**src/hw/light_prox_pkg.sv**
```systemverilog
package light_prox_pkg;

	// ----------------------------------------------------------------
	// Bus addressing
	// ----------------------------------------------------------------
	localparam logic [6:0] DEV_ADDR = 7'h13; // Fixed target address.
	localparam logic [7:0] REG_BASE = 8'h80; // Address of register 0.
	localparam logic [7:0] REG_LAST = 8'h8b; // Address of register 11.
	localparam logic [3:0] REG_COUNT = 4'hc; // Number of registers.
	localparam logic [3:0] PTR_NONE = 4'hf; // Pointer outside the map.
	localparam logic [3:0] BYTE_BITS = 4'h8; // Bits in one byte.

	// ----------------------------------------------------------------
	// Register indices
	// ----------------------------------------------------------------
	localparam logic [3:0] IDX_CMD = 4'h0; // Measurement command.
	localparam logic [3:0] IDX_ID = 4'h1; // Product identity.
	localparam logic [3:0] IDX_LED = 4'h3; // Emitter current.
	localparam logic [3:0] IDX_AMB = 4'h4; // Light parameters.
	localparam logic [3:0] IDX_LRES_HI = 4'h5; // Light result, high.
	localparam logic [3:0] IDX_LRES_LO = 4'h6; // Light result, low.
	localparam logic [3:0] IDX_PRES_HI = 4'h7; // Nearness result, high.
	localparam logic [3:0] IDX_PRES_LO = 4'h8; // Nearness result, low.
	localparam logic [3:0] IDX_SPARE = 4'h9; // First plain storage byte.

	// ----------------------------------------------------------------
	// Field positions
	// ----------------------------------------------------------------
	localparam int CMD_LOCK = 7; // Lock flag, reads as one.
	localparam int CMD_LRDY = 6; // Light result ready.
	localparam int CMD_PRDY = 5; // Nearness result ready.
	localparam int CMD_LGO = 4; // Light single shot.
	localparam int CMD_PGO = 3; // Nearness single shot.
	localparam int AMB_CONT = 7; // Continuous conversion mode.
	localparam int AMB_OFFS = 3; // Automatic offset compensation.

	// ----------------------------------------------------------------
	// Widths and reset values
	// ----------------------------------------------------------------
	localparam int LED_W = 6; // Writable emitter current bits.
	localparam int AVG_W = 3; // Averaging exponent width.
	localparam int SAMPLE_W = 16; // One conversion result.
	localparam int ACC_W = 23; // Sum of up to 128 samples.
	localparam int CNT_W = 8; // Sample counter width.
	localparam logic [LED_W-1:0] RST_LED = 6'h02; // 20 mA.
	localparam logic [AVG_W-1:0] RST_AVG = 3'h5; // 32 conversions.

	// ----------------------------------------------------------------
	// State types
	// ----------------------------------------------------------------
	typedef enum logic [2:0] {
		BUS_IDLE, BUS_ADDR, BUS_ADDR_ACK, BUS_WR, BUS_WR_ACK,
		BUS_RD, BUS_RD_ACK
	} bus_state_type;

	typedef enum logic [1:0] {CONV_IDLE, CONV_RUN, CONV_DONE} conv_state_type;

	// Target interface and register state.
	typedef struct packed {
		logic scl_s1;
		logic scl_s2;
		logic scl_s3;
		logic sda_s1;
		logic sda_s2;
		logic sda_s3;
		bus_state_type st;
		logic [3:0] cnt;
		logic [7:0] shift;
		logic is_read;
		logic first_byte;
		logic [3:0] ptr;
		logic sda_out;
		logic sda_oe;
		logic light_rdy;
		logic prox_rdy;
		logic [LED_W-1:0] led;
		logic cont_mode;
		logic offs_comp;
		logic [AVG_W-1:0] avg;
		logic [2:0][7:0] spare;
	} target_state_type;

	// Conversion sequencer state.
	typedef struct packed {
		conv_state_type st;
		logic req;
		logic done;
		logic [CNT_W-1:0] cnt;
		logic [ACC_W-1:0] acc;
		logic [SAMPLE_W-1:0] result;
	} conv_reg_type;

endpackage

```
**src/hw/light_proximity_i2c_command.sv**
```systemverilog
`timescale 1ns/1ps

// Operation
// - Twelve 8-bit registers, all reachable over bus.
// - Same logic serves standard, fast, high speed.
// - Answer only target address 13h.
// - Register addresses 80h to 8Bh map indices.
// - Command register holds starts and ready flags.
// - Lock bit always reads one.
// - Light ready sets when result stored.
// - Reading register 5 or 6 clears light ready.
// - Light start bit runs one light measurement.
// - Averaging runs series, stores averaged value.
// - Nearness start bit runs one nearness measurement.
// - Both start bits together measure simultaneously.
// - Averaged conversions number two to the field.
module light_proximity_i2c_command
	import light_prox_pkg::*;
#(
	parameter logic [7:0] PRODUCT_ID = 8'h5a, // Arbitrary value.
	parameter logic [1:0] FUSE_ID = 2'h1 // Arbitrary value.
)
(
	input wire logic core_clk,
	input wire logic rst,
	input wire logic scl_in,
	input wire logic sda_in,
	output logic sda_out,
	output logic sda_oe,
	input wire logic light_sample_valid,
	input wire logic [SAMPLE_W-1:0] light_sample_data,
	output logic light_sample_req,
	input wire logic prox_sample_valid,
	input wire logic [SAMPLE_W-1:0] prox_sample_data,
	output logic prox_sample_req,
	output logic [LED_W-1:0] led_current,
	output logic light_cont_mode,
	output logic light_offset_comp
);

	// ----------------------------------------------------------------
	// Declarations
	// ----------------------------------------------------------------
	target_state_type cur; // Registered state.
	target_state_type next_cur; // Next state.
	logic scl_rise; // Clock line went high.
	logic scl_fall; // Clock line went low.
	logic start_det; // Start condition seen.
	logic stop_det; // Stop condition seen.
	logic [7:0] rd_byte; // Register at the pointer.
	logic load_rd; // Load rd_byte for sending.
	logic light_go; // One-cycle light start.
	logic prox_go; // One-cycle nearness start.
	logic light_busy; // Light measurement running.
	logic prox_busy; // Nearness measurement running.
	logic light_done; // Light result just stored.
	logic prox_done; // Nearness result just stored.
	logic [SAMPLE_W-1:0] light_res; // Light result.
	logic [SAMPLE_W-1:0] prox_res; // Nearness result.
	logic ptr_ok; // Pointer lies inside the map.

	// ----------------------------------------------------------------
	// Line events
	// ----------------------------------------------------------------

	// Events use the second and third sync stages only. The same edge
	// logic serves every bus speed with no setting to change.
	assign scl_rise = cur.scl_s2 && !cur.scl_s3;
	assign scl_fall = !cur.scl_s2 && cur.scl_s3;
	assign start_det = cur.scl_s2 && cur.scl_s3 && !cur.sda_s2 && cur.sda_s3;
	assign stop_det = cur.scl_s2 && cur.scl_s3 && cur.sda_s2 && !cur.sda_s3;
	assign ptr_ok = (cur.ptr < REG_COUNT);

	// ----------------------------------------------------------------
	// Read data
	// ----------------------------------------------------------------

	// Selects the byte at the pointer; outside the map it reads zero.
	always_comb begin
		rd_byte = 8'h00;
		case (cur.ptr)
			IDX_CMD: begin
				rd_byte[CMD_LOCK] = 1'b1;
				rd_byte[CMD_LRDY] = cur.light_rdy;
				rd_byte[CMD_PRDY] = cur.prox_rdy;
				rd_byte[CMD_LGO] = light_busy;
				rd_byte[CMD_PGO] = prox_busy;
			end
			IDX_ID: begin
				rd_byte = PRODUCT_ID;
			end
			IDX_LED: begin
				rd_byte = {FUSE_ID, cur.led};
			end
			IDX_AMB: begin
				rd_byte[AMB_CONT] = cur.cont_mode;
				rd_byte[AMB_OFFS] = cur.offs_comp;
				rd_byte[AVG_W-1:0] = cur.avg;
			end
			IDX_LRES_HI: begin
				rd_byte = light_res[15:8];
			end
			IDX_LRES_LO: begin
				rd_byte = light_res[7:0];
			end
			IDX_PRES_HI: begin
				rd_byte = prox_res[15:8];
			end
			IDX_PRES_LO: begin
				rd_byte = prox_res[7:0];
			end
			4'h9, 4'ha, 4'hb: begin
				rd_byte = cur.spare[2'(cur.ptr - IDX_SPARE)];
			end
			default: begin
				rd_byte = 8'h00;
			end
		endcase
	end

	// ----------------------------------------------------------------
	// Target state machine
	// ----------------------------------------------------------------

	// Samples on the rising clock edge and changes the data line on
	// the falling edge, as the bus requires.
	always_comb begin
		next_cur = cur;
		next_cur.scl_s1 = scl_in;
		next_cur.scl_s2 = cur.scl_s1;
		next_cur.scl_s3 = cur.scl_s2;
		next_cur.sda_s1 = sda_in;
		next_cur.sda_s2 = cur.sda_s1;
		next_cur.sda_s3 = cur.sda_s2;
		next_cur.sda_out = 1'b0;
		load_rd = 1'b0;
		light_go = 1'b0;
		prox_go = 1'b0;
		if (start_det) begin
			// A start, repeated or not, always restarts the address phase.
			next_cur.st = BUS_ADDR;
			next_cur.cnt = 4'h0;
			next_cur.sda_oe = 1'b0;
		end else if (stop_det) begin
			next_cur.st = BUS_IDLE;
			next_cur.sda_oe = 1'b0;
		end else begin
			case (cur.st)
				BUS_IDLE: begin
					next_cur.sda_oe = 1'b0;
				end
				BUS_ADDR, BUS_WR: begin
					// Shift in one bit per rising clock edge.
					if (scl_rise) begin
						next_cur.shift = {cur.shift[6:0], cur.sda_s2};
						next_cur.cnt = 4'(cur.cnt + 4'h1);
					end
					if (scl_fall && cur.cnt == BYTE_BITS) begin
						if (cur.st == BUS_ADDR) begin
							// Other targets' addresses are left alone.
							if (cur.shift[7:1] == DEV_ADDR) begin
								next_cur.is_read = cur.shift[0];
								next_cur.first_byte = 1'b1;
								next_cur.sda_oe = 1'b1;
								next_cur.st = BUS_ADDR_ACK;
							end else begin
								next_cur.st = BUS_IDLE;
							end
						end else begin
							next_cur.sda_oe = 1'b1;
							next_cur.st = BUS_WR_ACK;
							if (cur.first_byte) begin
								// First data byte selects the register.
								next_cur.first_byte = 1'b0;
								if (cur.shift >= REG_BASE && cur.shift <= REG_LAST) begin
									next_cur.ptr = cur.shift[3:0];
								end else begin
									next_cur.ptr = PTR_NONE;
								end
							end else if (ptr_ok) begin
								next_cur.ptr = 4'(cur.ptr + 4'h1);
								case (cur.ptr)
									IDX_CMD: begin
										// Both bits in one write start both at once.
										light_go = cur.shift[CMD_LGO];
										prox_go = cur.shift[CMD_PGO];
									end
									IDX_LED: begin
										next_cur.led = cur.shift[LED_W-1:0];
									end
									IDX_AMB: begin
										next_cur.cont_mode = cur.shift[AMB_CONT];
										next_cur.offs_comp = cur.shift[AMB_OFFS];
										next_cur.avg = cur.shift[AVG_W-1:0];
									end
									4'h9, 4'ha, 4'hb: begin
										next_cur.spare[2'(cur.ptr - IDX_SPARE)] = cur.shift;
									end
									default: begin
										// Read-only registers ignore writes.
									end
								endcase
							end
						end
					end
				end
				BUS_ADDR_ACK: begin
					// Acknowledge ends on the falling edge.
					if (scl_fall) begin
						next_cur.cnt = 4'h0;
						next_cur.sda_oe = 1'b0;
						if (cur.is_read) begin
							load_rd = 1'b1;
						end else begin
							next_cur.st = BUS_WR;
						end
					end
				end
				BUS_WR_ACK: begin
					if (scl_fall) begin
						next_cur.cnt = 4'h0;
						next_cur.sda_oe = 1'b0;
						next_cur.st = BUS_WR;
					end
				end
				BUS_RD: begin
					// Shift out the next bit, or release for the host's ack.
					if (scl_fall) begin
						if (cur.cnt == BYTE_BITS) begin
							next_cur.sda_oe = 1'b0;
							next_cur.st = BUS_RD_ACK;
						end else begin
							next_cur.sda_oe = !cur.shift[6];
							next_cur.shift = {cur.shift[6:0], 1'b0};
							next_cur.cnt = 4'(cur.cnt + 4'h1);
						end
					end
				end
				BUS_RD_ACK: begin
					// A not-acknowledge ends the read.
					if (scl_rise && cur.sda_s2) begin
						next_cur.st = BUS_IDLE;
					end else if (scl_fall) begin
						load_rd = 1'b1;
					end
				end
				default: begin
					next_cur.st = BUS_IDLE;
					next_cur.sda_oe = 1'b0;
				end
			endcase
		end
		if (load_rd) begin
			// Drive the first bit of the byte and step the pointer.
			next_cur.shift = rd_byte;
			next_cur.sda_oe = !rd_byte[7];
			next_cur.cnt = 4'h1;
			next_cur.st = BUS_RD;
			if (ptr_ok) begin
				next_cur.ptr = 4'(cur.ptr + 4'h1);
			end
		end
		// A result that lands in the cycle of its read still sets the flag.
		next_cur.light_rdy = (cur.light_rdy && !(load_rd &&
			(cur.ptr == IDX_LRES_HI || cur.ptr == IDX_LRES_LO))) || light_done;
		next_cur.prox_rdy = (cur.prox_rdy && !(load_rd &&
			(cur.ptr == IDX_PRES_HI || cur.ptr == IDX_PRES_LO))) || prox_done;
	end

	// State register.
	always_ff @(posedge core_clk) begin
		if (rst) begin
			cur <= '0;
			cur.scl_s1 <= 1'b1;
			cur.scl_s2 <= 1'b1;
			cur.scl_s3 <= 1'b1;
			cur.sda_s1 <= 1'b1;
			cur.sda_s2 <= 1'b1;
			cur.sda_s3 <= 1'b1;
			cur.st <= BUS_IDLE;
			cur.ptr <= PTR_NONE;
			cur.led <= RST_LED;
			cur.avg <= RST_AVG;
		end else begin
			cur <= next_cur;
		end
	end

	// ----------------------------------------------------------------
	// Measurement sequencers
	// ----------------------------------------------------------------

	// Light measurement averages 2**avg conversions.
	conv_sequencer light_seq (
		.core_clk(core_clk),
		.rst(rst),
		.start(light_go),
		.avg_log2(cur.avg),
		.sample_valid(light_sample_valid),
		.sample_data(light_sample_data),
		.sample_req(light_sample_req),
		.busy(light_busy),
		.done(light_done),
		.result(light_res)
	);

	// Nearness measurement is one conversion.
	conv_sequencer prox_seq (
		.core_clk(core_clk),
		.rst(rst),
		.start(prox_go),
		.avg_log2(3'h0),
		.sample_valid(prox_sample_valid),
		.sample_data(prox_sample_data),
		.sample_req(prox_sample_req),
		.busy(prox_busy),
		.done(prox_done),
		.result(prox_res)
	);

	assign sda_out = cur.sda_out;
	assign sda_oe = cur.sda_oe;
	assign led_current = cur.led;
	assign light_cont_mode = cur.cont_mode;
	assign light_offset_comp = cur.offs_comp;

	// ----------------------------------------------------------------
	// Checks
	// ----------------------------------------------------------------
	addr_match_a: assert property (@(posedge core_clk) disable iff (rst)
		(cur.st == BUS_ADDR && !start_det && !stop_det && scl_fall &&
		cur.cnt == BYTE_BITS && cur.shift[7:1] == DEV_ADDR)
		|=> cur.st == BUS_ADDR_ACK && sda_oe)
		else $error("own address not acknowledged");

	addr_other_a: assert property (@(posedge core_clk) disable iff (rst)
		(cur.st == BUS_ADDR && !start_det && !stop_det && scl_fall &&
		cur.cnt == BYTE_BITS && cur.shift[7:1] != DEV_ADDR)
		|=> cur.st == BUS_IDLE && !sda_oe)
		else $error("foreign address acknowledged");

	dir_bit_a: assert property (@(posedge core_clk) disable iff (rst)
		(cur.st == BUS_ADDR_ACK && $past(cur.st) == BUS_ADDR)
		|-> cur.is_read == $past(cur.shift[0]))
		else $error("direction bit not taken");

	reg_select_a: assert property (@(posedge core_clk) disable iff (rst)
		(cur.st == BUS_WR && cur.first_byte && scl_fall && !start_det &&
		!stop_det && cur.cnt == BYTE_BITS && cur.shift[7:4] == 4'h8 &&
		cur.shift[3:0] < REG_COUNT) |=> cur.ptr == $past(cur.shift[3:0]))
		else $error("register address not decoded");

	lock_bit_a: assert property (@(posedge core_clk) disable iff (rst)
		(load_rd && cur.ptr == IDX_CMD) |=> cur.shift[CMD_LOCK] && !sda_oe)
		else $error("lock bit read as zero");

	light_flag_a: assert property (@(posedge core_clk) disable iff (rst)
		light_done |=> cur.light_rdy ##1 (cur.light_rdy ||
		$past(load_rd && (cur.ptr == IDX_LRES_HI || cur.ptr == IDX_LRES_LO))))
		else $error("light ready flag wrong");

	prox_clear_a: assert property (@(posedge core_clk) disable iff (rst)
		(load_rd && cur.ptr == IDX_PRES_LO && !prox_done) |=> !cur.prox_rdy)
		else $error("nearness ready not cleared by read");

	both_start_a: assert property (@(posedge core_clk) disable iff (rst)
		(light_go && prox_go && !light_busy && !prox_busy)
		|=> light_busy && prox_busy && light_sample_req && prox_sample_req)
		else $error("joint start did not run both");

endmodule // light_proximity_i2c_command

```
**src/hw/conv_sequencer.sv**
```systemverilog
`timescale 1ns/1ps

// Runs one on-demand measurement of 2**avg_log2 conversions and keeps
// the average of them.
module conv_sequencer
	import light_prox_pkg::*;
(
	input wire logic core_clk,
	input wire logic rst,
	input wire logic start,
	input wire logic [AVG_W-1:0] avg_log2,
	input wire logic sample_valid,
	input wire logic [SAMPLE_W-1:0] sample_data,
	output logic sample_req,
	output logic busy,
	output logic done,
	output logic [SAMPLE_W-1:0] result
);

	conv_reg_type cur; // Registered state.
	conv_reg_type next_cur; // Next state.
	logic [CNT_W-1:0] total; // Conversions in this measurement.
	logic [ACC_W-1:0] sum; // Accumulator with the new sample.

	// ----------------------------------------------------------------
	// Next-state logic
	// ----------------------------------------------------------------

	// The exponent is read live; software must not change it mid-run.
	always_comb begin
		total = CNT_W'(8'h01 << avg_log2);
		sum = cur.acc + {{(ACC_W-SAMPLE_W){1'b0}}, sample_data};
		next_cur = cur;
		next_cur.done = 1'b0;
		case (cur.st)
			CONV_IDLE: begin
				// A start while running is ignored.
				if (start) begin
					next_cur.st = CONV_RUN;
					next_cur.req = 1'b1;
					next_cur.cnt = '0;
					next_cur.acc = '0;
				end
			end
			CONV_RUN: begin
				// Each accepted sample is summed into the accumulator.
				if (sample_valid) begin
					next_cur.acc = sum;
					next_cur.cnt = CNT_W'(cur.cnt + 8'h01);
					if (CNT_W'(cur.cnt + 8'h01) == total) begin
						next_cur.req = 1'b0;
						next_cur.result = SAMPLE_W'(sum >> avg_log2);
						next_cur.st = CONV_DONE;
					end
				end
			end
			CONV_DONE: begin
				// One cycle of done once the result stands.
				next_cur.done = 1'b1;
				next_cur.st = CONV_IDLE;
			end
			default: begin
				next_cur.st = CONV_IDLE;
			end
		endcase
	end

	// State register.
	always_ff @(posedge core_clk) begin
		if (rst) begin
			cur <= '0;
		end else begin
			cur <= next_cur;
		end
	end

	assign sample_req = cur.req;
	assign busy = (cur.st != CONV_IDLE);
	assign done = cur.done;
	assign result = cur.result;

	// ----------------------------------------------------------------
	// Checks
	// ----------------------------------------------------------------
	conv_start_a: assert property (@(posedge core_clk) disable iff (rst)
		(cur.st == CONV_IDLE && start) |=> busy && sample_req)
		else $error("start did not begin a conversion");

	avg_count_a: assert property (@(posedge core_clk) disable iff (rst)
		(cur.st == CONV_RUN && sample_valid && CNT_W'(cur.cnt + 8'h01) == total)
		|=> !sample_req ##1 done)
		else $error("averaging did not end after the set count");

endmodule // conv_sequencer

```
**config.mk**
```make
export PLATFORM = sky130hd
export DESIGN_NAME = light_proximity_i2c_command
export DESIGN_NICKNAME = d
export VERILOG_FILES = /design/src/hw/light_prox_pkg.sv /design/src/hw/light_proximity_i2c_command.sv /design/src/hw/conv_sequencer.sv
export SDC_FILE = /design/constraint.sdc
export NUM_CORES = 1
export LEC_CHECK = 0
export BUFFER_PORTS_ARGS = -buffer_cell sky130_fd_sc_hd__clkbuf_2
export CAP_MARGIN = 20
export CORE_ASPECT_RATIO = 1.4
export CORE_UTILIZATION = 30
export DETAILED_ROUTE_END_ITERATION = 12
export MAX_ROUTING_LAYER = met4
export SYNTH_ARGS = -nofsm -noshare
export SYNTH_HDL_FRONTEND = slang
export SYNTH_HIERARCHICAL = 1
export SYNTH_SLANG_ARGS = --single-unit
```
**constraint.sdc**
```tcl
create_clock -name core_clk -period 4.7 [get_ports core_clk]
set_clock_uncertainty 0.1 [all_clocks]
set_input_delay 0.94 -clock core_clk [delete_from_list [all_inputs] [get_ports core_clk]]
set_output_delay 0.94 -clock core_clk [all_outputs]
set_load 0.02 [all_outputs]
```
==> impl_metrics.py, run 1 <==
metrics = {
    "run_status": {
        "status": "finished clean",
    },
    "routing": {
        "vias": 11400,
        "drt_first_iter_violations": 846,
        "via_per_inst": 5.606,
        "drcViolationCount": 0,
        "postRouteWirelength_um": 35530,
        "drtAntennaViolNets": 0,
        "first_pass_iters": 6,
        "wl_per_cell_um": 17.48,
    },
    "global_route": {
        "grt_pass1_wl_um": 57330,
        "grt_pass1_vias": 10760,
        "antenna_found_initial": 0,
        "grt_usage_pct": 17.15,
        "grt.overflow.total": 0,
        "grt_max_degree": 69,
    },
    "timing": {
        "rsz0062_at_grt": "no",
        "period_share_pct": 75.53,
        "max_freq_ghz": 0.2817,
        "timing.setup.tns_ns": 0,
        "fin_ws_ns": 1.150,
        "hold_violations": 0,
        "drv_slew": 0,
        "final-setup-viol-count": 0,
        "min_period_ns": 3.550,
        "worst_slew_pin_slew_ns": 1.026,
        "slew-limit-headroom_pct": 31.06,
    },
    "power_and_ir_drop": {
        "power.total_uw": 3146,
        "ir_worst_vdd_mv": 0.2475,
        "p_leak_uw": 0.005102,
        "pwr_density_cell_nw_per_um2": 236.7,
    },
    "worst_setup_path": {
        "cp_slowest_cell": "a221oi_4",
        "cp-start-kind": "primary input",
        "critPathCaptureType": "flop",
        "cp_max_fo": 7,
        "crit_arrival_ns": 3.82,
        "worstPathRequired_ns": 4.97,
        "critPathKind": "in2reg",
        "max_stage_delay_ns": 0.46,
        "path_cells": "clkbuf_2, ha_1, fa_1, a21o_1, a221oi_4, o211ai_1, o311ai_0, mux2_2, o211a_1, a311o_1, a311oi_1",
    },
    "layout": {
        "area_delta_synth_final_pct": 7.184,
        "diodes": 0,
        "drive_gt1_share_pct": 11.61,
        "fill_cells": 4306,
        "nNetsFinal": 1568,
    },
    "clocking": {
        "htreeDepth": 4,
        "clk_latency_ns": 0.46,
        "cts_num_sinks": 167,
        "cts_setup_buffers": 0,
        "clk_pin_slew_worst_paths_ns": 0.08,
        "cts_tree": "done",
        "cts_hold_buf": 0,
        "cts_repair_resize_count": 0,
        "clock_path_buffers": 2,
        "cts_buffers": 17,
        "cts_root_buffer": "clkbuf_16",
    },
    "floorplanning": {
        "core_area_um2": 40490,
        "die_w_um": 173.8,
        "die_area_um2": 42160,
        "num_io_pins": 50,
        "die_height_um": 242.6,
        "initial_core_util_pct": 30.62,
        "row_count": 87,
    },
    "place": {
        "io_buffers": 48,
        "dp_hpwl_um": 26270,
        "dp_slack_ns": 0.7078,
        "gp_congestion": 0.9344,
    },
    "synthesis": {
        "synth-edff-count": 0,
        "yosysWarnings": 6,
        "syn-cell-area_um2": 12400,
        "synth.avg_cell_area_um2": 8.025,
        "ys.flop_type": "dfxtp_1",
        "async_flop_share_pct": 0,
        "yosysUniqueCellTypes": 106,
        "seq_area_frac_synth_pct": 26.96,
        "synth-seq-cells": 167,
        "synthesis.instances": 1545,
    },
    "run": {
        "maxCapViolCount": 0,
    },
    "min_path": {
        "hold_path_class": "reg2reg",
    },
}
kinds of logic after synthesis:
group | Yosys count | share of synthesized area [%]
fa+ha+maj | 44 | 4.561
mux | 98 | 9.263
other cells | 1 | 0.03024
flops | 167 | 26.96
xor+xnor | 57 | 4.087
compound gates | 458 | 26.19
simple gates | 535 | 21.57
buf+inv | 185 | 7.336
path summary, 6_finish.rpt:
| check | start | cells past startpoint | slack, ns | endpoint |
|---|---|---|---|---|
| setup / recovery | light_sample_data[0] | 11 | 1.15 | light_seq/result[7]$_SDFFE_PP0P_ |
| hold / removal | cur[62]$_SDFF_PP1_ | 1 | 0.31 | cur[61]$_SDFF_PP1_ |
| setup reg to reg | light_seq/cur[16]$_SDFFE_PP0P_ | 10 | 1.38 | light_seq/result[7]$_SDFFE_PP0P_ |
| hold reg to reg | cur[62]$_SDFF_PP1_ | 1 | 0.31 | cur[61]$_SDFF_PP1_ |
synth_stat cells (all sizes together), types with 25 or more instances:
cell type,n,area (µm²)
nor2,199,749.5
dfxtp,167,3343
nand2,110,412.9
a21oi,87,442.9
o21ai,83,419.2
clkbuf,79,296.5
buf,73,489.2
mux2i,72,720.7
a22oi,56,420.4
ha,42,525.5
nand3,38,222.7
inv,33,123.9
nor3,32,176.4
xnor2,32,280.3
o211ai,28,215.2
a211oi,27,217.7
xor2,25,226.5
where the power goes:
group	internal, µW	switching [µW]	total [µW]
registers	1420	12.9	1430
clock network	721	715	1440
logic	103	173	276
total	2240	902	3150
sequential cells by signal, indices dropped and copies added (netlist names):
signal and cells:
prox_seq/result 16, prox_seq/sample_req 1, light_seq/done 1, cur 56
light_cont_mode 1, prox_seq/cur 33, light_seq/cur 33, light_offset_comp 1
led_current 6, light_seq/sample_req 1, sda_oe 1, light_seq/result 16
prox_seq/done 1
cells in the final DEF, fill, tap and decap left out, types with 7 or more instances in the layout:
master | netlist | layout
o21ai_0 | 80 | 80
xnor2_1 | 32 | 32
dfxtp_1 | 167 | 167
buf_4 | 41 | 15
or3_1 | 11 | 11
mux2i_1 | 72 | 72
ha_1 | 42 | 42
nor2_1 | 198 | 198
nand2b_1 | 22 | 22
o221ai_1 | 8 | 8
a22oi_1 | 56 | 56
nor4_1 | 9 | 9
or2_2 | 12 | 12
nand3_1 | 33 | 33
clkbuf_2 | 0 | 47
a21oi_1 | 85 | 84
o31ai_1 | 12 | 12
xor2_1 | 24 | 24
o21a_1 | 11 | 11
a31oi_1 | 16 | 16
a2111oi_0 | 7 | 7
clkbuf_16 | 0 | 17
a221oi_1 | 11 | 11
conb_1 | 1 | 13
nand3b_1 | 10 | 10
mux4_2 | 12 | 12
and2_1 | 15 | 15
o211ai_1 | 27 | 27
inv_1 | 32 | 32
a211oi_1 | 24 | 24
mux2_2 | 13 | 13
nor3_1 | 30 | 30
nand4_1 | 12 | 12
a21o_1 | 19 | 19
nand2_1 | 110 | 110
nor2b_1 | 14 | 14
a311oi_1 | 14 | 14
and3_1 | 15 | 15
routing by layer:
layer	vias up	part of all wire [%]	global-route usage (%)	routed length, µm
met2	293	53	30.88	18750
met1	5493	41	19.22	14650
met3	59	3.2	2.134	1154
li1	5552	-	-	-
met4	0	2.7	6.166	971
met5	-	0	-	0
area by class of cell:
cell class / count / area (µm²) / share of cell area (%)
clock inverters: 15 / 186.4 / 1.403
clock buffers: 17 / 425.4 / 3.201
well taps: 534 / 668.1 / 5.027
multi-input cells: 1205 / 8195 / 61.66
flip-flops and latches: 167 / 3343 / 25.16
inverters: 33 / 123.9 / 0.9320
repair buffers: 62 / 347.8 / 2.617
worst max-delay path, delay by kind of cell:
kind	cells	cell delay [ns]
compound gates	7	1.76
fa+ha+maj	2	0.63
mux	1	0.40
buf+inv	1	0.09
stage by stage:
stage | util (%) | instance area [µm²] | hold slack (ns) | std cells
3_5_place_dp | 31.31 | 12680 | 0.3010 | 2001
5_1_grt | 32.82 | 13290 | 0.3374 | 2033
4_1_cts | 32.82 | 13290 | 0.3272 | 2033
2_1_floorplan | - | 12440 | 0.2895 | 1557
6_report | 32.82 | 13290 | 0.3120 | 2033
3_3_place_gp | 31.31 | 12680 | 0.3041 | 2001
Power figures use the tool's default switching activity.
==> inputs of run 2 (changes only) <==
==> constraint.sdc (replaced) <==
create_clock -name core_clk -period 3.25 [get_ports core_clk]
set_clock_uncertainty 0.1 [all_clocks]
set_input_delay 0.65 -clock core_clk [delete_from_list [all_inputs] [get_ports core_clk]]
set_output_delay 0.65 -clock core_clk [all_outputs]
set_load 0.02 [all_outputs]
==> impl_metrics.py, run 2 (synthesis gave the netlist of run 1 again) <==
metrics = {
    "run_status": {
        "status": "finished clean",
    },
    "place": {
        "gp_congestion": 0.9183,
        "dp_hpwl_um": 27880,
        "io_buffers": 48,
        "dpl-instance-area_um2": 13490,
        "dp_slack_ns": -0.2834,
    },
    "min_path": {
        "hold_path_class": "in2reg",
        "hold_path_startpoint": "sda_in",
    },
    "worst_setup_path": {
        "critPathCaptureType": "flop",
        "path_delay_family": "compound AO/OA/AOI/OAI gates",
        "reg2reg_to": "light_seq/result[7]$_SDFFE_PP0P_",
        "crit_end": "light_seq/result[7]$_SDFFE_PP0P_",
        "cp_num_cells": 11,
        "reg2reg_from": "light_seq/cur[16]$_SDFFE_PP0P_",
        "path_cells": "ha_4, fa_2, a21o_1, a221oi_4, buf_4, o211ai_1, o311ai_1, mux2_2, o211a_1, a311o_1, a311oi_1",
        "crit_buf_inv": 1,
        "cp_slowest_cell": "mux2_2",
        "r2r_slack_ns": 0.17,
        "crit_arrival_ns": 3.33,
        "max_stage_delay_ns": 0.39,
        "critPathKind": "reg2reg",
        "cp_max_fo": 6,
        "cp-start-kind": "flop",
        "worstPathRequired_ns": 3.50,
        "reg2reg_depth": 11,
        "crit_start": "light_seq/cur[16]$_SDFFE_PP0P_",
    },
    "clocking": {
        "clk_pin_slew_worst_paths_ns": 0.07,
        "cts_root_buffer": "clkbuf_16",
        "htreeDepth": 4,
        "clock_path_buffers": 2,
        "cts_hold_buf": 0,
        "cts_buffers": 17,
        "cts_tree": "done",
        "cts_num_sinks": 167,
        "clk_latency_ns": 0.45,
    },
    "layout": {
        "layout_common_cells": "198 x nor2_1, 167 x dfxtp_1, 119 x buf_4, 110 x nand2_1, 84 x a21oi_1",
        "final_cell_area_um2": 14110,
        "area_delta_synth_final_pct": 13.81,
        "nNetsFinal": 1673,
        "reg_top3": "cur (56), light_seq/cur (33), prox_seq/cur (33)",
        "layout_commonest_cell": "nor2_1",
        "top_register": "cur",
        "diodes": 0,
        "drive_gt1_share_pct": 17.58,
        "largest_reg_flops": 56,
    },
    "floorplanning": {
        "die_height_um": 242.6,
        "core_area_um2": 40490,
        "die_w_um": 173.8,
        "row_count": 87,
        "num_io_pins": 50,
        "initial_core_util_pct": 30.62,
        "die_area_um2": 42160,
    },
    "timing": {
        "max_freq_ghz": 0.3249,
        "final-setup-viol-count": 0,
        "fin_ws_ns": 0.1718,
        "worst_slew_pin_slew_ns": 0.8331,
        "drv_slew": 0,
        "min_period_ns": 3.078,
        "timing.setup.tns_ns": 0,
        "rsz0062_at_grt": "no",
        "hold_violations": 0,
        "slew-limit-headroom_pct": 44.46,
        "period_share_pct": 94.71,
        "fin_hold_ws_ns": 0.2924,
    },
    "routing": {
        "drtAntennaViolNets": 0,
        "first_pass_iters": 5,
        "drcViolationCount": 0,
        "drt_first_iter_violations": 857,
        "postRouteWirelength_um": 37150,
        "via_per_inst": 5.522,
        "wl_per_cell_um": 17.38,
        "vias": 11810,
    },
    "global_route": {
        "grt_usage_pct": 18.13,
        "grt_pass1_wl_um": 60460,
        "grt_pass1_vias": 11530,
        "grt_max_degree": 49,
        "antenna_found_initial": 0,
        "grt.overflow.total": 0,
    },
    "power_and_ir_drop": {
        "p_leak_uw": 0.005624,
        "ir_worst_vdd_mv": 0.3044,
        "pwr_density_cell_nw_per_um2": 332.4,
        "power.total_uw": 4691,
    },
    "run": {
        "maxCapViolCount": 0,
    },
}
[run 2: changes by cell type in the layout (fill, tap and decap cells not counted), sizes merged]
cell and change:
buf +105, bufinv +2, clkbuf +2, clkinv -6, inv +2
[run 2: worst min-delay path by stage]
stage,to,slack (ns),depth (start not counted)
5_1_grt,cur[62]$_SDFF_PP1_,0.29,2
4_1_cts,cur[62]$_SDFF_PP1_,0.27,2
3_3_place_gp,cur[61]$_SDFF_PP1_,0.31,1
3_5_place_dp,cur[64]$_SDFF_PP1_,0.31,1
6_report,cur[62]$_SDFF_PP1_,0.29,2
2_1_floorplan,cur[61]$_SDFF_PP1_,0.29,1
[run 2: per-layer routing]
| layer | share of wire (%) | routed length (µm) | vias up | global-route usage [%] |
|---|---|---|---|---|
| met5 | 0 | 0 | - | - |
| met4 | 3.4 | 1249 | 0 | 6.992 |
| li1 | - | - | 5760 | - |
| met1 | 40 | 15000 | 5695 | 19.22 |
| met2 | 53 | 19670 | 268 | 33.51 |
| met3 | 3.3 | 1229 | 83 | 2.605 |
[run 2: cell type report]
| cell class | count | area [µm²] |
|---|---|---|
| Fill cell | 4267 | 26380 |
| Multi-Input combinational cell | 1205 | 8218 |
| Sequential cell | 167 | 3343 |
| Timing Repair Buffer | 167 | 1149 |
| Tap cell | 534 | 668.1 |
| Clock buffer | 19 | 452.9 |
| Clock inverter | 13 | 157.7 |
| Inverter | 33 | 123.9 |
[run 2: power by group]
| group | switching (µW) | total (µW) | internal, µW |
|---|---|---|---|
| clock | 967 | 2170 | 1200 |
| combinational | 269 | 457 | 188 |
| sequential | 11.9 | 2070 | 2050 |
| total | 1250 | 4690 | 3440 |
[run 2: metrics by stage]
step	utilization, %	std cells
final	34.85	2138
after global routing	34.85	2138
after CTS	34.81	2137
after detailed placement	33.31	2105
after global placement	33.31	2105
after floorplan	-	1557
[run 2: timing repair]
| item | in CTS | in global routing |
|---|---|---|
| buffers inserted | 0 | 1 |
| setup endpoints to repair | 0 | 3 |
| resized for setup | 0 | 1 |
